## src/hdl/mux_regs_pkg.sv

```systemverilog
/*
  Constants, field positions, timing counts and shared types of the
  two-channel bus multiplexer register bank.
  Assumes a single 50 MHz system clock that samples every bus pin.
*/
package mux_regs_pkg;

  // register offsets
  localparam logic [7:0] REG_STATUS = 8'h00;
  localparam logic [7:0] REG_ACCEL  = 8'h01;
  localparam logic [7:0] REG_CONFIG = 8'h02;
  localparam logic [7:0] REG_SWITCH = 8'h03;

  // status register fields
  localparam int ST_CONN_BIT    = 7;
  localparam int ST_F1_BIT      = 6;
  localparam int ST_F2_BIT      = 5;
  localparam int ST_NOFAIL_BIT  = 2;
  localparam int ST_LATCH_BIT   = 1;
  localparam int ST_RT_BIT      = 0;

  // booster, configuration and switch register fields
  localparam int ACC_UP_BIT     = 7;
  localparam int ACC_DN_BIT     = 6;
  localparam int CFG_CONN_BIT   = 5;
  localparam int CFG_MASS_BIT   = 2;
  localparam int CFG_SEL_HI_BIT = 1;
  localparam int CFG_SEL_LO_BIT = 0;
  localparam int SW_FET1_BIT    = 7;
  localparam int SW_FET2_BIT    = 6;
  localparam int SW_LS1_BIT     = 3;
  localparam int SW_LS2_BIT     = 2;

  // special bus addresses
  localparam logic [6:0] ARA_ADDR  = 7'h0c;
  localparam logic [6:0] MASS_ADDR = 7'h5e;

  // stuck-low timeout selections and durations
  localparam logic [1:0] TMO_OFF    = 2'h0;
  localparam logic [1:0] TMO_SEL_30 = 2'h1;
  localparam logic [1:0] TMO_SEL_15 = 2'h2;
  localparam int CLK_MHZ     = 50;
  localparam int TMO_30_US   = 30000;
  localparam int TMO_15_US   = 15000;
  localparam int TMO_7P5_US  = 7500;
  localparam int TMO_30_CYC  = TMO_30_US * CLK_MHZ;
  localparam int TMO_15_CYC  = TMO_15_US * CLK_MHZ;
  localparam int TMO_7P5_CYC = TMO_7P5_US * CLK_MHZ;

  // pin synchroniser width and idle value (bus high, enable low)
  localparam int              PIN_SYNC_W     = 15;
  localparam logic [14:0]     PIN_SYNC_RESET = 15'h00ff;

  // writable control state; fet[0] is channel one
  typedef struct packed {
    logic       acc_up;
    logic       acc_dn;
    logic       conn_any;
    logic       mass_wr;
    logic       stuck_timeout_sel_hi;
    logic       stuck_timeout_sel_lo;
    logic [1:0] fet;
  } ctrl_t;

  localparam ctrl_t CTRL_RESET = '{acc_up: 1'b0, acc_dn: 1'b0, conn_any: 1'b0, mass_wr: 1'b1,
                                   stuck_timeout_sel_hi: 1'b0, stuck_timeout_sel_lo: 1'b0, fet: 2'b00};

  // serial slave states, gray along idle-address-ack-receive
  typedef enum logic [2:0] {
    ST_IDLE = 3'b000,
    ST_ADDR = 3'b001,
    ST_AACK = 3'b011,
    ST_RX   = 3'b010,
    ST_RACK = 3'b110,
    ST_TX   = 3'b111,
    ST_TACK = 3'b101,
    ST_SKIP = 3'b100
  } slave_state_t;

endpackage

```

## src/hdl/bus_mux_status_control_regs.sv

```systemverilog
/*
  Register bank, serial slave and fault signalling of a two-channel bus
  multiplexer. Assumes all pins are asynchronous to CLK_I and are sampled by it;
  the upstream bus runs far slower than CLK_I. Open-drain pins are split into
  output value and output enable; the board resolves the wire.
*/
`timescale 1ns/1ns
module bus_mux_status_control_regs #(
  parameter int         TMO_30_CYC  = mux_regs_pkg::TMO_30_CYC,
  parameter int         TMO_15_CYC  = mux_regs_pkg::TMO_15_CYC,
  parameter int         TMO_7P5_CYC = mux_regs_pkg::TMO_7P5_CYC,
  parameter logic [6:0] ADDR_BASE   = 7'h40
) (
  input  wire logic       CLK_I,
  input  wire logic       RESET_I,
  input  wire logic       ENABLE_I,
  input  wire logic       UPSTREAM_CLOCK_LINE_I,
  input  wire logic       UPSTREAM_DATA_LINE_I,
  output logic            UPSTREAM_DATA_LINE_O,
  output logic            UPSTREAM_DATA_LINE_OE_O,
  input  wire logic       CHAN_ONE_FAULT_IN_N_I,
  input  wire logic       CHAN_TWO_FAULT_IN_N_I,
  input  wire logic       CHAN_ONE_DATA_LINE_I,
  input  wire logic       CHAN_ONE_CLOCK_LINE_I,
  input  wire logic       CHAN_TWO_DATA_LINE_I,
  input  wire logic       CHAN_TWO_CLOCK_LINE_I,
  input  wire logic [5:0] SLAVE_ADDR_SELECT_I,
  output logic            FAULT_N_O,
  output logic            FAULT_N_OE_O,
  output logic            READY_O,
  output logic            READY_OE_O,
  output logic [1:0]      CHAN_SWITCH_O,
  output logic            ACCEL_UP_O,
  output logic            ACCEL_DOWN_O
);

  localparam int TMO_W = $clog2(TMO_30_CYC + 1);

  // three-level pin code: 00 grounded, 11 tied high, otherwise floating
  function automatic logic [6:0] trit(input logic [1:0] code);
    logic [6:0] val;
    val = (code == 2'b00) ? 7'h00 : (code == 2'b11) ? 7'h02 : 7'h01;
    return val;
  endfunction

  logic [14:0]                  pin_vec;
  logic [14:0]                  sync1_reg;
  logic [14:0]                  sync2_reg;
  logic                         scl_d_reg;
  logic                         sda_d_reg;
  logic                         en_s, scl_s, sda_s, f1_s, f2_s;
  logic [1:0]                   lstate;
  logic [5:0]                   adr_s;
  logic                         reg_rst;
  logic                         scl_rise, scl_fall, start_cond, stop_cond;
  logic [6:0]                   own_addr;
  logic                         own_hit, ara_hit, mass_hit, addr_hit;
  mux_regs_pkg::slave_state_t   state_reg, state_next;
  logic [3:0]                   bitcnt_reg, bitcnt_next;
  logic [7:0]                   sr_reg, sr_next;
  logic [7:0]                   ptr_reg, ptr_next;
  logic                         first_reg, first_next;
  logic                         rw_reg, rw_next;
  logic                         ara_reg, ara_next;
  logic                         oe_reg, oe_next;
  logic                         wr_stb, ara_won;
  mux_regs_pkg::ctrl_t          ctrl_reg, ctrl_next;
  logic                         fail_set;
  logic                         fail_reg, fail_next;
  logic                         latch_reg, latch_next;
  logic                         alert_reg, alert_next;
  logic                         fault_oe_reg;
  logic [TMO_W-1:0]             tmo_cnt_reg, tmo_cnt_next, tmo_limit;
  logic                         tmo_rt_reg, tmo_rt_next, tmo_hit, tmo_clr, tmo_on;
  logic                         wr_status, wr_switch;
  logic [7:0]                   status_byte, accel_byte, config_byte, switch_byte, rd_data, tx_byte;

  // two-flop synchroniser for every pin, then edge history for the bus
  assign pin_vec = {SLAVE_ADDR_SELECT_I, ENABLE_I, UPSTREAM_CLOCK_LINE_I, UPSTREAM_DATA_LINE_I,
                    CHAN_ONE_FAULT_IN_N_I, CHAN_TWO_FAULT_IN_N_I, CHAN_ONE_DATA_LINE_I,
                    CHAN_ONE_CLOCK_LINE_I, CHAN_TWO_DATA_LINE_I, CHAN_TWO_CLOCK_LINE_I};
  always_ff @(posedge CLK_I) begin
    if (RESET_I) begin
      sync1_reg <= mux_regs_pkg::PIN_SYNC_RESET;
      sync2_reg <= mux_regs_pkg::PIN_SYNC_RESET;
      scl_d_reg <= 1'b1;
      sda_d_reg <= 1'b1;
    end else begin
      sync1_reg <= pin_vec;
      sync2_reg <= sync1_reg;
      scl_d_reg <= scl_s;
      sda_d_reg <= sda_s;
    end
  end

  // synchronised pin names and bus conditions
  assign adr_s      = sync2_reg[14:9];
  assign en_s       = sync2_reg[8];
  assign scl_s      = sync2_reg[7];
  assign sda_s      = sync2_reg[6];
  assign f1_s       = sync2_reg[5];
  assign f2_s       = sync2_reg[4];
  assign lstate[0]  = sync2_reg[3] & sync2_reg[2];
  assign lstate[1]  = sync2_reg[1] & sync2_reg[0];
  assign reg_rst    = RESET_I | ~en_s;
  assign scl_rise   = scl_s & ~scl_d_reg;
  assign scl_fall   = ~scl_s & scl_d_reg;
  assign start_cond = scl_s & scl_d_reg & sda_d_reg & ~sda_s;
  assign stop_cond  = scl_s & scl_d_reg & ~sda_d_reg & sda_s;

  // address match: own strap address, alert response, mass write
  assign own_addr = 7'(ADDR_BASE + 7'(7'h09 * trit(adr_s[5:4])) + 7'(7'h03 * trit(adr_s[3:2]))
                    + trit(adr_s[1:0]));
  assign own_hit  = (sr_reg[7:1] == own_addr);
  assign ara_hit  = (sr_reg[7:1] == mux_regs_pkg::ARA_ADDR) & sr_reg[0] & fault_oe_reg;
  assign mass_hit = (sr_reg[7:1] == mux_regs_pkg::MASS_ADDR) & ~sr_reg[0] & ctrl_reg.mass_wr;
  assign addr_hit = own_hit | ara_hit | mass_hit;

  // serial slave: sample on clock rise, drive data after clock fall
  always_comb begin
    state_next  = state_reg;
    bitcnt_next = bitcnt_reg;
    sr_next     = sr_reg;
    ptr_next    = ptr_reg;
    first_next  = first_reg;
    rw_next     = rw_reg;
    ara_next    = ara_reg;
    oe_next     = oe_reg;
    wr_stb      = 1'b0;
    ara_won     = 1'b0;
    if (start_cond) begin
      state_next  = mux_regs_pkg::ST_ADDR;
      bitcnt_next = 4'h0;
      oe_next     = 1'b0;
    end else if (stop_cond) begin
      state_next = mux_regs_pkg::ST_IDLE;
      oe_next    = 1'b0;
    end else begin
      unique case (state_reg)
        mux_regs_pkg::ST_IDLE, mux_regs_pkg::ST_SKIP: begin
          oe_next = 1'b0;
        end
        mux_regs_pkg::ST_ADDR, mux_regs_pkg::ST_RX: begin
          if (scl_rise) begin
            sr_next     = {sr_reg[6:0], sda_s};
            bitcnt_next = bitcnt_reg + 4'h1;
          end else if (scl_fall && bitcnt_reg == 4'h8) begin
            if (state_reg == mux_regs_pkg::ST_RX) begin
              state_next = mux_regs_pkg::ST_RACK;
              oe_next    = 1'b1;
              first_next = 1'b0;
              wr_stb     = ~first_reg;
              ptr_next   = first_reg ? sr_reg : ptr_reg + 8'h01;
            end else if (addr_hit) begin
              state_next = mux_regs_pkg::ST_AACK;
              oe_next    = 1'b1;
              rw_next    = sr_reg[0];
              ara_next   = ara_hit;
              first_next = 1'b1;
            end else begin
              state_next = mux_regs_pkg::ST_SKIP;
            end
          end
        end
        mux_regs_pkg::ST_AACK, mux_regs_pkg::ST_RACK, mux_regs_pkg::ST_TACK: begin
          if (state_reg == mux_regs_pkg::ST_TACK && scl_rise && sda_s) begin
            state_next = mux_regs_pkg::ST_SKIP;                       // master nack ends the read
          end else if (scl_fall) begin
            bitcnt_next = 4'h0;
            if (state_reg == mux_regs_pkg::ST_RACK || !rw_reg) begin
              state_next = mux_regs_pkg::ST_RX;
              oe_next    = 1'b0;
            end else begin
              state_next = mux_regs_pkg::ST_TX;
              sr_next    = tx_byte;
              oe_next    = ~tx_byte[7];
            end
          end
        end
        mux_regs_pkg::ST_TX: begin
          if (scl_rise) begin
            bitcnt_next = bitcnt_reg + 4'h1;
            if (ara_reg && !oe_reg && !sda_s) begin
              state_next = mux_regs_pkg::ST_SKIP;                     // lost alert arbitration
            end
          end else if (scl_fall) begin
            if (bitcnt_reg == 4'h8) begin
              state_next = mux_regs_pkg::ST_TACK;
              oe_next    = 1'b0;
              ara_won    = ara_reg;
              ptr_next   = ptr_reg + 8'h01;
            end else begin
              sr_next = {sr_reg[6:0], 1'b0};
              oe_next = ~sr_reg[6];
            end
          end
        end
      endcase
    end
  end

  always_ff @(posedge CLK_I) begin
    if (reg_rst) begin
      state_reg  <= mux_regs_pkg::ST_IDLE;
      bitcnt_reg <= 4'h0;
      sr_reg     <= 8'h00;
      ptr_reg    <= 8'h00;
      first_reg  <= 1'b0;
      rw_reg     <= 1'b0;
      ara_reg    <= 1'b0;
      oe_reg     <= 1'b0;
    end else begin
      state_reg  <= state_next;
      bitcnt_reg <= bitcnt_next;
      sr_reg     <= sr_next;
      ptr_reg    <= ptr_next;
      first_reg  <= first_next;
      rw_reg     <= rw_next;
      ara_reg    <= ara_next;
      oe_reg     <= oe_next;
    end
  end

  // read view of the registers; unused bits read zero
  always_comb begin
    status_byte = 8'h00;
    accel_byte  = 8'h00;
    config_byte = 8'h00;
    switch_byte = 8'h00;
    status_byte[mux_regs_pkg::ST_CONN_BIT]   = |ctrl_reg.fet;
    status_byte[mux_regs_pkg::ST_F1_BIT]     = f1_s;
    status_byte[mux_regs_pkg::ST_F2_BIT]     = f2_s;
    status_byte[mux_regs_pkg::ST_NOFAIL_BIT] = ~fail_reg;
    status_byte[mux_regs_pkg::ST_LATCH_BIT]  = latch_reg;
    status_byte[mux_regs_pkg::ST_RT_BIT]     = tmo_rt_reg;
    accel_byte[mux_regs_pkg::ACC_UP_BIT]     = ctrl_reg.acc_up;
    accel_byte[mux_regs_pkg::ACC_DN_BIT]     = ctrl_reg.acc_dn;
    config_byte[mux_regs_pkg::CFG_CONN_BIT]  = ctrl_reg.conn_any;
    config_byte[mux_regs_pkg::CFG_MASS_BIT]  = ctrl_reg.mass_wr;
    config_byte[mux_regs_pkg::CFG_SEL_HI_BIT] = ctrl_reg.stuck_timeout_sel_hi;
    config_byte[mux_regs_pkg::CFG_SEL_LO_BIT] = ctrl_reg.stuck_timeout_sel_lo;
    switch_byte[mux_regs_pkg::SW_FET1_BIT]   = ctrl_reg.fet[0];
    switch_byte[mux_regs_pkg::SW_FET2_BIT]   = ctrl_reg.fet[1];
    switch_byte[mux_regs_pkg::SW_LS1_BIT]    = lstate[0];
    switch_byte[mux_regs_pkg::SW_LS2_BIT]    = lstate[1];
  end

  assign rd_data = (ptr_reg == mux_regs_pkg::REG_STATUS) ? status_byte :
                   (ptr_reg == mux_regs_pkg::REG_ACCEL)  ? accel_byte  :
                   (ptr_reg == mux_regs_pkg::REG_CONFIG) ? config_byte :
                   (ptr_reg == mux_regs_pkg::REG_SWITCH) ? switch_byte : 8'h00;
  assign tx_byte   = ara_reg ? {own_addr, 1'b0} : rd_data;
  assign wr_status = wr_stb & (ptr_reg == mux_regs_pkg::REG_STATUS);
  assign wr_switch = wr_stb & (ptr_reg == mux_regs_pkg::REG_SWITCH);

  // register writes, connection checks and timeout disconnect
  always_comb begin
    ctrl_next = ctrl_reg;
    fail_set  = 1'b0;
    if (wr_stb && ptr_reg == mux_regs_pkg::REG_ACCEL) begin
      ctrl_next.acc_up = sr_reg[mux_regs_pkg::ACC_UP_BIT];
      ctrl_next.acc_dn = sr_reg[mux_regs_pkg::ACC_DN_BIT];
    end
    if (wr_stb && ptr_reg == mux_regs_pkg::REG_CONFIG) begin
      ctrl_next.conn_any             = sr_reg[mux_regs_pkg::CFG_CONN_BIT];
      ctrl_next.mass_wr              = sr_reg[mux_regs_pkg::CFG_MASS_BIT];
      ctrl_next.stuck_timeout_sel_hi = sr_reg[mux_regs_pkg::CFG_SEL_HI_BIT];
      ctrl_next.stuck_timeout_sel_lo = sr_reg[mux_regs_pkg::CFG_SEL_LO_BIT];
    end
    if (wr_switch) begin
      for (int ch = 0; ch < 2; ch++) begin
        if (!sr_reg[ch == 0 ? mux_regs_pkg::SW_FET1_BIT : mux_regs_pkg::SW_FET2_BIT]) begin
          ctrl_next.fet[ch] = 1'b0;
        end else if (!ctrl_reg.fet[ch]) begin
          if (ctrl_reg.conn_any || lstate[ch]) begin
            ctrl_next.fet[ch] = 1'b1;
          end else begin
            fail_set = 1'b1;
          end
        end
      end
    end
    if (tmo_hit) begin
      ctrl_next.fet = 2'b00;
    end
  end

  // sticky fault flags: a new event wins over a clearing status write
  assign fail_next  = fail_set | (fail_reg & ~wr_status);
  assign latch_next = tmo_hit | (latch_reg & ~wr_status);
  assign alert_next = fail_set | tmo_hit | (alert_reg & ~(wr_status | ara_won));

  // stuck-low timer: restarts on each clock rise or when both lines are high
  assign tmo_on    = {ctrl_reg.stuck_timeout_sel_hi, ctrl_reg.stuck_timeout_sel_lo} != mux_regs_pkg::TMO_OFF;
  assign tmo_limit = ({ctrl_reg.stuck_timeout_sel_hi, ctrl_reg.stuck_timeout_sel_lo} == mux_regs_pkg::TMO_SEL_30)
                     ? TMO_W'(TMO_30_CYC - 1) :
                     ({ctrl_reg.stuck_timeout_sel_hi, ctrl_reg.stuck_timeout_sel_lo} == mux_regs_pkg::TMO_SEL_15)
                     ? TMO_W'(TMO_15_CYC - 1) : TMO_W'(TMO_7P5_CYC - 1);
  assign tmo_clr      = (scl_s & sda_s) | scl_rise;
  assign tmo_hit      = tmo_on & ~tmo_clr & ~tmo_rt_reg & (tmo_cnt_reg == tmo_limit);
  assign tmo_cnt_next = (tmo_clr | ~tmo_on | tmo_rt_reg) ? '0 : tmo_cnt_reg + TMO_W'(1);
  assign tmo_rt_next  = tmo_hit | (tmo_rt_reg & ~tmo_clr);

  always_ff @(posedge CLK_I) begin
    if (reg_rst) begin
      ctrl_reg    <= mux_regs_pkg::CTRL_RESET;
      fail_reg    <= 1'b0;
      latch_reg   <= 1'b0;
      alert_reg   <= 1'b0;
      tmo_cnt_reg <= '0;
      tmo_rt_reg  <= 1'b0;
    end else begin
      ctrl_reg    <= ctrl_next;
      fail_reg    <= fail_next;
      latch_reg   <= latch_next;
      alert_reg   <= alert_next;
      tmo_cnt_reg <= tmo_cnt_next;
      tmo_rt_reg  <= tmo_rt_next;
    end
  end

  // fault output keeps watching channel faults even while disabled
  always_ff @(posedge CLK_I) begin
    if (RESET_I) begin
      fault_oe_reg <= 1'b0;
    end else begin
      fault_oe_reg <= ~f1_s | ~f2_s | alert_reg;
    end
  end

  // open-drain pins only ever pull low
  assign FAULT_N_O               = 1'b0;
  assign FAULT_N_OE_O            = fault_oe_reg;
  assign READY_O                 = 1'b0;
  assign READY_OE_O              = ~|ctrl_reg.fet;
  assign UPSTREAM_DATA_LINE_O    = 1'b0;
  assign UPSTREAM_DATA_LINE_OE_O = oe_reg;
  assign CHAN_SWITCH_O           = ctrl_reg.fet;
  assign ACCEL_UP_O              = ctrl_reg.acc_up;
  assign ACCEL_DOWN_O            = ctrl_reg.acc_dn;
endmodule

```

## config.mk

```make
export PLATFORM = sky130hd
export DESIGN_NAME = bus_mux_status_control_regs
export DESIGN_NICKNAME = d
export VERILOG_FILES = /design/src/hdl/mux_regs_pkg.sv /design/src/hdl/bus_mux_status_control_regs.sv
export SDC_FILE = /design/constraint.sdc
export NUM_CORES = 1
export LEC_CHECK = 0
export BUFFER_PORTS_ARGS = -buffer_cell sky130_fd_sc_hd__buf_2
export CORE_ASPECT_RATIO = 0.9
export CORE_MARGIN = 3
export CORE_UTILIZATION = 45
export CTS_CLUSTER_SIZE = 16
export DETAILED_ROUTE_END_ITERATION = 16
export HOLD_SLACK_MARGIN = 0.06
export PLACE_DENSITY = 0.59
export SETUP_SLACK_MARGIN = 0.4
export SLEW_MARGIN = 20
export SYNTH_ARGS = -nofsm -noshare
export SYNTH_HDL_FRONTEND = slang
export SYNTH_SLANG_ARGS = --single-unit
```

## constraint.sdc

```tcl
create_clock -name CLK_I -period 10.5 [get_ports CLK_I]
set_input_delay 1.05 -clock CLK_I [delete_from_list [all_inputs] [get_ports CLK_I]]
set_output_delay 1.05 -clock CLK_I [all_outputs]
set_load 0.05 [all_outputs]
```

# Yosys cells after proc, flatten, opt, wreduce, memory -nomap -nowiden
# Cells that the tools add are included.
# W data, S select, Z words.
# totals
regBits	93
inputBits	17
output_inout_bits	10
wordCells	261
# op_classes
addsub	6
n_mul	2
eq_ne	43
n_mux	84
bitwise	58
reduce_logical	42
# op_table
operator	count
$mux W8	19
$mux W1	38
$mux W3	11
$reduce_and A7 Y1	4
$pmux W8 S3	1
$and A1 B1 Y1	23
$ne A2 B2 Y1 const B	11
$add A21 B1 Y21 const B	1
$eq A21 B21 Y1	1
$mux W21	1
$not A1 Y1	21
$mux W20	1
$ne A5 B5 Y1 const B	4
$eq A8 B2 Y1 const B	2
$pmux W8 S2	1
$ne A3 B3 Y1 const B	5
$or A1 B1 Y1	14
$eq A3 B3 Y1 const B	4
$mux W2	6
$mux W4	3
$reduce_or A2 Y1	6
$reduce_and A10 Y1	1
$pmux W3 S3	1
$reduce_and A9 Y1	1
other kinds (32)	55

# Logic depth before layout (Yosys ltp)
# Gate-level depths: netlist of run 1.
# logic_depth
depth_word	17
mapped_depth	15
depth_no_buf	15

# Least setup slack after synthesis of run 1
# OpenSTA, ideal clock, no wires.
# synth_timing
path_type	register to register
startpoint	register sync2_reg[13]
endpoint	register ara_reg
setup_ns	0.072
arrival_ns	3.540
required_time_ns	10.428
path_slack_ns	6.888
stages_incl_launch_ff	16
n_path_buf	0
synth_period_minus_slack_ns	3.612
cell_sequence	dfxtp_1 -> ha_1 -> ha_1 -> ha_1 -> inv_1 -> fa_1 -> inv_1 -> ha_1 -> inv_1 -> fa_1 -> xor2_1 -> nand4_1 -> nor2_1 -> a31oi_2 -> a2111oi_2 -> mux2i_1
# synth_via
elab_chain_len	11
word_cells_on_any_way	12
cone_classes	add/sub (3); mul (1); eq/ne (2); mux (2); bitwise (2); reduce/logical (2)
# synth_lines
item	line_no	source
from (decl)	bus_mux_status_control_regs.sv:48	logic [14:0] sync2_reg;
from (signal assigned)	bus_mux_status_control_regs.sv:85	sync2_reg <= mux_regs_pkg::PIN_SYNC_RESET;
from (signal assigned)	bus_mux_status_control_regs.sv:90	sync2_reg <= sync1_reg;
$eq A2 B2 Y1	bus_mux_status_control_regs.sv:42	val = (code == 2'b00) ? 7'h00 : (code == 2'b11) ? 7'h02 : 7'h01;
$mux W2	bus_mux_status_control_regs.sv:42	
$mux W2 *	bus_mux_status_control_regs.sv:42	
$mul A4 B2 Y6 *	bus_mux_status_control_regs.sv:112	assign own_addr = 7'(ADDR_BASE + 7'(7'h09 * trit(adr_s[5:4])) + 7'(7'h03 * trit(adr_s[3:2]))
$add A7 B6 Y7 *	bus_mux_status_control_regs.sv:112	
$add A7 B4 Y7 *	bus_mux_status_control_regs.sv:112	
$add A7 B2 Y7 *	bus_mux_status_control_regs.sv:113	+ trit(adr_s[1:0]));
$eq A7 B7 Y1 *	bus_mux_status_control_regs.sv:114	assign own_hit = (sr_reg[7:1] == own_addr);
$or A1 B1 Y1 * (2 in a row)	bus_mux_status_control_regs.sv:117	assign addr_hit = own_hit | ara_hit | mass_hit;
$reduce_and A7 Y1 (no line) *	n/a	
to (signal assigned)	bus_mux_status_control_regs.sv:219	ara_reg <= ara_next;
to (decl)	bus_mux_status_control_regs.sv:64	logic ara_reg, ara_next;
# Every way passes the cells marked *; elsewhere a longest branch is shown, timed or not.
# A chain may end at the register's enable or synchronous reset.

# Worst setup path in the final report of run 1
# layout_timing
startpoint	register sync2_reg[13]
endpoint	register first_reg
# layout_via
elab_chain_len	12
word_cells_on_any_way	13
cone_classes	add/sub (3); mul (1); eq/ne (2); mux (2); bitwise (2); reduce/logical (3)
# layout_lines
item	line_no	source
$eq A2 B2 Y1	bus_mux_status_control_regs.sv:42	
$mux W2	bus_mux_status_control_regs.sv:42	
$mux W2 *	bus_mux_status_control_regs.sv:42	
$mul A4 B2 Y6 *	bus_mux_status_control_regs.sv:112	
$add A7 B6 Y7 *	bus_mux_status_control_regs.sv:112	
$add A7 B4 Y7 *	bus_mux_status_control_regs.sv:112	
$add A7 B2 Y7 *	bus_mux_status_control_regs.sv:113	
$eq A7 B7 Y1 *	bus_mux_status_control_regs.sv:114	
$or A1 B1 Y1 * (2 in a row)	bus_mux_status_control_regs.sv:117	
$reduce_bool A2 Y1 (no line) *	n/a	
$reduce_and A6 Y1 (no line) *	n/a	
to (signal assigned)	bus_mux_status_control_regs.sv:217	first_reg <= first_next;
to (decl)	bus_mux_status_control_regs.sv:62	logic first_reg, first_next;
# Marks and branches as above.

==> results of run 1 <==
-- cell families after synthesis --
family,share of synthesized area
buffers and inverters,0.0547
multiplexers,0.0224
flip-flops,0.362
XOR/XNOR,0.0527
AO/OA/AOI/OAI,0.185
other,0.000728
AND/OR/NAND/NOR,0.254
adder cells (fa/ha/maj),0.0685
-- how the worst min path moves through the flow --
stage,endpoint,depth (start not counted),from,slack (ps)
after floorplan,sync2_reg[0],1,sync1_reg[0],390
after global placement,sync2_reg[4],1,sync1_reg[4],390
after detailed placement,sync2_reg[5],1,sync1_reg[5],390
after CTS,sync2_reg[2],1,sync1_reg[2],410
after global routing,sync2_reg[5],1,sync1_reg[5],430
final,sync2_reg[2],1,sync1_reg[2],410
-- layout make-up --
| type | count | share of cell area |
|---|---|---|
| clock buffers | 10 | 0.0411 |
| well taps | 152 | 0.0341 |
| clock inverters | 5 | 0.00629 |
| inverters | 29 | 0.0195 |
| flip-flops and latches | 93 | 0.334 |
| multi-input cells | 457 | 0.541 |
| repair buffers | 25 | 0.0234 |
-- layout by cell type (no fill, tap or decap), types with 4 or more instances in the layout --
| cell type | instances |
|---|---|
| a311o_1 | 4 |
| a21o_1 | 8 |
| ha_1 | 25 |
| or3_1 | 6 |
| mux2i_1 | 9 |
| xor2_1 | 18 |
| a22o_1 | 4 |
| xnor2_1 | 13 |
| buf_2 | 23 |
| clkbuf_16 | 9 |
| nor2b_1 | 21 |
| or2_2 | 19 |
| nor3_1 | 10 |
| nand4_1 | 11 |
| and2_1 | 5 |
| nor2_1 | 68 |
| nand3_1 | 21 |
| nand2_1 | 51 |
| dfxtp_1 | 93 |
| and3_1 | 9 |
| a211oi_1 | 5 |
| nand2b_1 | 5 |
| a211o_1 | 5 |
| inv_1 | 29 |
| a31oi_1 | 12 |
| a21oi_1 | 32 |
| a22oi_1 | 7 |
| nor3b_1 | 4 |
| o21ai_0 | 23 |
-- per-stage QoR --
stage          instances  area (µm²)   util  setup WS [ps]  hold WS, ps
6_report             771        5570  0.507           6630          408
4_1_cts              771        5570  0.507           6640          410
2_1_floorplan        614        5160      -           6890          389
3_3_place_gp         756        5310  0.483           6730          393
5_1_grt              771        5570  0.507           6390          428
3_5_place_dp         756        5310  0.483           6640          395
-- metal layers --
layer  vias up  global-route usage  share of wire  routed length (µm)
met5         -                   0              0                   0
met1      2001               0.273           0.50                5950
met4         0              0.0778          0.017                 205
li1       2138                   -              -                   -
met3        15              0.0441          0.047                 555
met2        78               0.291           0.44                5190
-- critical path, cell delays in order (launching register included) --
cell and delay, ps:
dfxtp_1 310, ha_1 280, ha_1 320, ha_1 270, inv_1 50, fa_1 460
inv_1 60, ha_1 160, inv_1 60, fa_1 410, xor2_1 240, xnor2_1 140
nor2_1 90, a31oi_1 550, a211oi_1 90, o221a_2 270
-- report_power, final --
part	switching (W)	internal (W)
logic	0.0000172	0.0000124
registers	0.00000273	0.000358
clock network	0.000138	0.000160
total	0.000158	0.000531
==> results.toml, run 1 <==
[status]
outcome = "complete, no violations"

[floorplanning]
die_x_um = 119
initial_core_util = 0.469
coreArea_um2 = 11000
chipHeight_um = 107
rows = 36
io_pins = 27
die_area_um2 = 12800

[cts]
cts_hold_buffers = 0
cts_max_path_buffers = 2
insertion_delay_ps = 350
post_cts_buffers = 0
cts_root_buffer = "clkbuf_16"
numCtsBuffers = 9
clkTransAtPathRegs_ps = 70
tritoncts = "yes"
htree_levels = 3
cts.sink_count = 93
post_cts_resized = 0

[synthesis]
yosysMostFrequentCell = "dfxtp_1"
syn-instance-count = 612
synth.yosys.seq_area_share = 0.362
synthFlopType = "dfxtp_1"
synth_edf_count = 0
yosys_warnings = 0
ys_types = 71
yosys.area.top_type_share = 0.362
synth_top_area_cell = "dfxtp_1"
synthTopCellsByCount = "dfxtp_1, nor2_1, nand2_1"
netlist_area_um2 = 5150
synth_area_leaders = "dfxtp_1, ha_1, nor2_1"
synth.avg_cell_area_um2 = 8.41
synth_seq_cells = 93
synth-async-reset-ratio = 0

[timing]
hold_violations = 0
tightest_slew_ps = 1080
rsz0062_at_grt = "false"
finalCritPeriodShare = 0.369
final.setup.tns_ps = 0
relSlewSlack = 0.281
finalSetupViolCount = 0
fmax_mhz = 258
fin_crit_ps = 3870
fin_worst_skew_ps = 6.91
slew_violations = 0

[grt]
grt_pass1_wl_um = 20000
antenna_found_initial = 0
grt_start_max_net_pins = 36
grt_pass1_vias = 3938
grt_usage = 0.195
grt_overflow = 0

[pwr]
peakVddDrop_uv = 115
p_leak_nw = 2.00
power.density_nw_per_um2 = 124
totalPowerFinal_w = 0.000689

[detailed_routing]
routed_wl_um = 11900
drc_errors = 0
vias = 4232
via_per_inst = 5.49
ant_nets = 0
firstDrtPassIters = 5
initialDrtViolationCount = 399
avgRoutedWirePerCell_um = 15.4

[worst_setup_path]
cp_max_fo = 6
worstSetupStartpoint = "sync2_reg[13]"
cp.required_ps = 10740
rrSetupSlack_ps = 6630
r2r_start = "sync2_reg[13]"
crit_arrival_ps = 4110
cp-endpoint = "first_reg"
rr_endpoint = "first_reg"
r2r_cells = 15
worst_setup_path_start_kind = "flop"
critical_path_class = "flop to flop"
end_kind = "flop"

[hold_path]
holdCritPathClass = "flop to flop"

[finish]
antenna_cells = 0
final_nets = 659
n_fill_cell = 1057
multi_input_area_um2 = 3010
seqCellArea_um2 = 1860
area_growth_pct = 8.14
largest_register_ffs = 21
final_layout_size_suffix_gt1_frac = 0.120

[place]
dp_hpwl_um = 8490
place.gp.congestion = 0.930
port_buffers = 23

[job]
cap_violations = 0
Power figures use the tool's default switching activity.
==> inputs of run 2 (changes only) <==
--- a/config.mk
+++ b/config.mk
@@ -12,7 +12,7 @@
 export CTS_CLUSTER_SIZE = 16
 export DETAILED_ROUTE_END_ITERATION = 16
 export HOLD_SLACK_MARGIN = 0.06
-export PLACE_DENSITY = 0.59
+export PLACE_DENSITY = 0.61
 export SETUP_SLACK_MARGIN = 0.4
 export SLEW_MARGIN = 20
 export SYNTH_ARGS = -nofsm -noshare
==> constraint.sdc (replaced) <==
create_clock -name CLK_I -period 3.2 [get_ports CLK_I]
set_input_delay 0.32 -clock CLK_I [delete_from_list [all_inputs] [get_ports CLK_I]]
set_output_delay 0.32 -clock CLK_I [all_outputs]
set_load 0.05 [all_outputs]
==> run 2 against run 1 <==
Compared with the run above: die area unchanged; sequential power increased to 3.3 times the previous value; non-clock buffer count increased by 17; routed wire length increased by 1.3%; the flow now finishes with violations (setup timing); sequential share of layout area decreased by 2.0 points; sequential cell count unchanged; final cell count increased by 2.3%; core utilization increased by 3.3 points; combinational power increased to 4.0 times the previous value; power increased to 3.3 times the previous value; clock skew decreased by 1.9 ps; via count increased by 2.9%.
==> results.toml, run 2 (synthesis results as in run 1) <==
[detailed_routing]
ant_nets = 0
avgRoutedWirePerCell_um = 15.3
drc_errors = 0
initialDrtViolationCount = 331
via_per_inst = 5.52
vias = 4355
firstDrtPassIters = 5
routed_wl_um = 12000

[finish]
layout_common_cells = "dfxtp_1, nor2_1, nand2_1"
n_fill_cell = 1061
final_layout_size_suffix_gt1_frac = 0.193
area_growth_pct = 15.2
antenna_cells = 0
final_nets = 676
finalInstanceArea_um2 = 5930
largest_register_ffs = 21
final_common_cell = "dfxtp_1"
final_util = 0.540

[pwr]
totalPowerFinal_w = 0.00230
pwr-share-clk = 0.434
power.internal_w = 0.00177
peakVddDrop_uv = 438
p_sw_w = 0.000537
p_leak_nw = 2.12
p_seq_frac = 0.515
power.density_nw_per_um2 = 388
pwr-share-comb = 0.051
p_sw_frac = 0.233

[cts]
htree_levels = 3
cts_root_buffer = "clkbuf_16"
clkTransAtPathRegs_ps = 70
cts_max_path_buffers = 2
insertion_delay_ps = 340
cts_hold_buffers = 0
numCtsBuffers = 9
tritoncts = "yes"
cts.sink_count = 93

[worst_setup_path]
end_kind = "flop"
r2r_cells = 16
worst_setup_path_start_kind = "flop"
r2r_start = "sync2_reg[13]"
crit_buf_inv = 4
cp_common_cell = "ha_4"
cp.required_ps = 3480
critical-path-top-delay-family = "adder cells"
crit_arrival_ps = 3840
path_cells = "ha_4 -> ha_4 -> ha_4 -> inv_2 -> fa_2 -> inv_2 -> ha_4 -> inv_2 -> fa_2 -> xor2_1 -> nand4_1 -> nor2_4 -> buf_6 -> a31oi_4 -> a2111oi_4 -> mux2i_1"
rrSetupSlack_ps = -360
cp_max_fo = 6
rr_endpoint = "rw_reg"
slowest_stage = "fa_2"
critical_path_class = "flop to flop"
critPathMaxStageDelay_ps = 510

[grt]
grt_overflow = 0
antenna_found_initial = 0
grt_usage = 0.196
grt_start_max_net_pins = 36
grt_pass1_wl_um = 20300
grt_pass1_vias = 4168

[status]
outcome = "complete, but fails checks"
failed_checks = "setup timing"

[floorplanning]
rows = 36
die_x_um = 119
die_area_um2 = 12800
io_pins = 27
chipHeight_um = 107
initial_core_util = 0.469
coreArea_um2 = 11000

[timing]
tightest_slew_ps = 1000
finalCritPeriodShare = 1.11
rsz0062_at_grt = "true"
fin_worst_skew_ps = 4.97
fin_crit_ps = 3560
hold_violations = 0
relSlewSlack = 0.331
finalSetupViolCount = 8
timing.final.ws_setup_ps = -358
fmax_mhz = 281
slew_violations = 0

[place]
port_buffers = 23
place.gp.congestion = 0.917
place_ws_ps = -390
dp_hpwl_um = 8680
placed_area_um2 = 5500

[job]
cap_violations = 0

[hold_path]
hold_path_depth = 2
holdCritPathClass = "input pin to flop"
holdPathEnd = "sync1_reg[6]"
min_from = "UPSTREAM_DATA_LINE_I"
==> run 2: cell count changes in the layout (fill, tap and decap cells not counted), moves of 5 or more <==
| cell | delta |
|---|---|
| a21oi_1 | -5 |
| ha_1 | -5 |
| ha_4 | +5 |
| buf_4 | +15 |
==> run 2: cell type report <==
cell class	count	area, µm²	share of cell area
clock inverter	7	55.1	0.00928
timing repair buffer	42	265	0.0447
multi-input combinational	457	3220	0.543
clock buffer	9	225	0.0380
sequential	93	1870	0.315
inverter	29	109	0.0184
tap	152	190	0.0321
==> run 2: metal layers <==
| metal | vias to the layer above | GRT usage | wire length [µm] |
|---|---|---|---|
| li1 | 2174 | - | - |
| met1 | 2068 | 0.274 | 5980 |
| met2 | 94 | 0.300 | 5290 |
| met3 | 19 | 0.0426 | 583 |
| met4 | 0 | 0.0662 | 198 |
| met5 | - | 0 | 0 |
==> run 2: power by group through the flow <==
| stage | sequential [W] | clock [W] | combinational, W |
|---|---|---|---|
| after global placement | 0.00121 | 0 | 0.000105 |
| after CTS | 0.00119 | 0.00104 | 0.000113 |
| after floorplan | 0.00121 | 0 | 0.0000798 |
| after global routing | 0.00119 | 0.00108 | 0.000130 |
| final | 0.00119 | 0.000999 | 0.000117 |
| after detailed placement | 0.00121 | 0 | 0.000106 |
==> run 2: worst reg2reg max path, delay by kind of cell, from the launching register on <==
family	cells	cell delay (ps)
XOR/XNOR	1	200
multiplexers	1	210
buffers and inverters	4	240
flip-flops	1	330
AND/OR/NAND/NOR	2	370
adder cells (fa/ha/maj)	6	1770
AO/OA/AOI/OAI	2	370
==> run 2: through the flow <==
step	hold WS, ps	std cells	setup TNS, ps
2_1_floorplan	389	614	-965
3_3_place_gp	394	767	-1820
3_5_place_dp	395	767	-2520
4_1_cts	138	788	-1880
5_1_grt	149	789	-3160
6_report	155	789	-2230
==> run 2: repair_timing <==
action,CTS,global route
buffers inserted,5,1
gates resized for setup,9,15
pin swaps,13,7
endpoints found under the setup margin,11,11
==> run 2: worst max path at each step <==
stage                  start         to  cells after the start
2_1_floorplan  sync2_reg[14]    ara_reg                     15
3_3_place_gp   sync2_reg[12]  first_reg                     15
3_5_place_dp   sync2_reg[12]     rw_reg                     15
4_1_cts        sync2_reg[13]     rw_reg                     15
5_1_grt        sync2_reg[13]    ara_reg                     16
6_report       sync2_reg[13]     rw_reg                     16
==> inputs of run 3 (changes only) <==
--- a/config.mk
+++ b/config.mk
@@ -7,7 +7,6 @@
 export LEC_CHECK = 0
 export BUFFER_PORTS_ARGS = -buffer_cell sky130_fd_sc_hd__buf_2
 export CORE_ASPECT_RATIO = 0.9
-export CORE_MARGIN = 3
 export CORE_UTILIZATION = 45
 export CTS_CLUSTER_SIZE = 16
 export DETAILED_ROUTE_END_ITERATION = 16
==> run 3 against run 2 <==
Compared with the run above: the run still ends with setup timing left; register-to-register slack improved by 30 ps; setup slack improved by 27 ps; via count barely moved; global-route usage rose by 1.7 points; combinational power barely moved; non-clock buffer count rose by 1; final cell count rose by 0.13%; count of clock-buffer cells in the layout rose by 2; routed wire length fell by 0.99%; clock skew rose by 1.5 ps; first-iteration DRC count rose by 17%; critical endpoint unchanged.
==> results.toml, run 3 (synthesis results as in run 1) <==
[worst_setup_path]
cp.required_ps = 3480
crit_arrival_ps = 3810
critical_path_class = "flop to flop"
rrSetupSlack_ps = -330
end_kind = "flop"
rr_endpoint = "rw_reg"
cp_max_fo = 5
r2r_cells = 15
r2r_start = "sync2_reg[14]"
worst_setup_path_start_kind = "flop"

[timing]
timing.final.ws_setup_ps = -330
tightest_slew_ps = 854
fin_worst_skew_ps = 6.50
fin_crit_ps = 3530
hold_ws_ps = 150
finalCritPeriodShare = 1.10
rsz0062_at_grt = "true"
hold_violations = 0
finalSetupViolCount = 7
slew_violations = 0
fmax_mhz = 283
relSlewSlack = 0.426

[floorplanning]
die_area_um2 = 11900
die_x_um = 115
initial_core_util = 0.469
rows = 36
chipHeight_um = 103
coreArea_um2 = 11000
io_pins = 27

[cts]
tritoncts = "yes"
insertion_delay_ps = 350
cts_max_path_buffers = 2
cts.sink_count = 93
cts_root_buffer = "clkbuf_16"
cts_hold_buffers = 0
htree_levels = 3
clkTransAtPathRegs_ps = 70
numCtsBuffers = 9

[hold_path]
min_from = "UPSTREAM_CLOCK_LINE_I"
holdPathEnd = "sync1_reg[7]"
hold_path_depth = 2
holdCritPathClass = "input pin to flop"

[place]
place.gp.congestion = 0.920
port_buffers = 23
dp_hpwl_um = 8490
placed_area_um2 = 5480
place_ws_ps = -398

[detailed_routing]
ant_nets = 0
firstDrtPassIters = 4
avgRoutedWirePerCell_um = 15.1
via_per_inst = 5.51
initialDrtViolationCount = 387
routed_wl_um = 11900
drc_errors = 0
vias = 4351

[finish]
largest_register_ffs = 21
n_fill_cell = 1039
final_common_cell = "dfxtp_1"
final_layout_size_suffix_gt1_frac = 0.191
area_growth_pct = 15.8
final_util = 0.543
antenna_cells = 0
finalInstanceArea_um2 = 5960
final_nets = 677
layout_common_cells = "dfxtp_1, nor2_1, nand2_1"

[pwr]
power.density_nw_per_um2 = 403
p_leak_nw = 2.13
peakVddDrop_uv = 397
totalPowerFinal_w = 0.00240

[grt]
grt_pass1_vias = 3880
grt_pass1_wl_um = 19500
grt_start_max_net_pins = 36
antenna_found_initial = 0
grt_usage = 0.213
grt_overflow = 0

[status]
failed_checks = "setup timing"
outcome = "complete, but fails checks"

[job]
cap_violations = 0
[run 3: cell count changes in the layout (fill, tap and decap cells not counted), sizes merged]
cell    change
bufinv      +1
clkinv      -3
clkbuf      +2
buf         +1
[run 3: layout make-up]
cell class / instances / area (µm²) / share of cell area
multi-input combinational: 457 / 3220 / 0.539
sequential: 93 / 1860 / 0.313
timing repair buffer: 43 / 277 / 0.0464
clock buffer: 11 / 243 / 0.0407
tap: 152 / 190 / 0.0319
inverter: 29 / 109 / 0.0183
clock inverter: 5 / 63.8 / 0.0107
[run 3: worst max-delay path by stage]
| stage | from | to | cells after the start |
|---|---|---|---|
| 2_1_floorplan | sync2_reg[14] | ara_reg | 15 |
| 3_3_place_gp | sync2_reg[12] | first_reg | 15 |
| 3_5_place_dp | sync2_reg[12] | first_reg | 15 |
| 4_1_cts | sync2_reg[14] | rw_reg | 15 |
| 5_1_grt | sync2_reg[14] | rw_reg | 16 |
| 6_report | sync2_reg[14] | rw_reg | 15 |
[run 3: layer usage]
layer	wire [µm]	global-route usage
met3	668	0.0466
met1	5790	0.291
met5	0	0
met4	221	0.0819
met2	5250	0.331
[run 3: where the power goes]
group          internal, W  total, W  leakage (nW)  switching (W)
sequential         0.00118   0.00119         0.757     0.00000917
clock             0.000635   0.00110         0.147       0.000463
combinational    0.0000534  0.000118          1.22      0.0000646
total              0.00187   0.00240          2.13       0.000537
[run 3: through the flow]
step           setup TNS, ps  std cells
2_1_floorplan           -965        614
3_3_place_gp           -1810        765
3_5_place_dp           -2450        765
4_1_cts                -1700        787
5_1_grt                -3130        790
6_report               -2120        790
[run 3: worst max-delay path, cell delays in order, from the launching register on]
cell and delay, ps:
dfxtp_2 330, ha_4 160, ha_4 240, ha_4 250, inv_2 30, fa_2 520
inv_2 40, ha_4 150, inv_2 50, fa_2 440, xor2_1 150, nand4_1 170
nor2_4 200, a31oi_4 160, a2111oi_4 340, mux2i_1 210
[run 3: what timing repair did]
item,in CTS,in global routing
gates cloned,0,0
gates resized for setup,16,7
setup endpoints to repair,11,11
pin swaps,24,11
buffers inserted,6,3
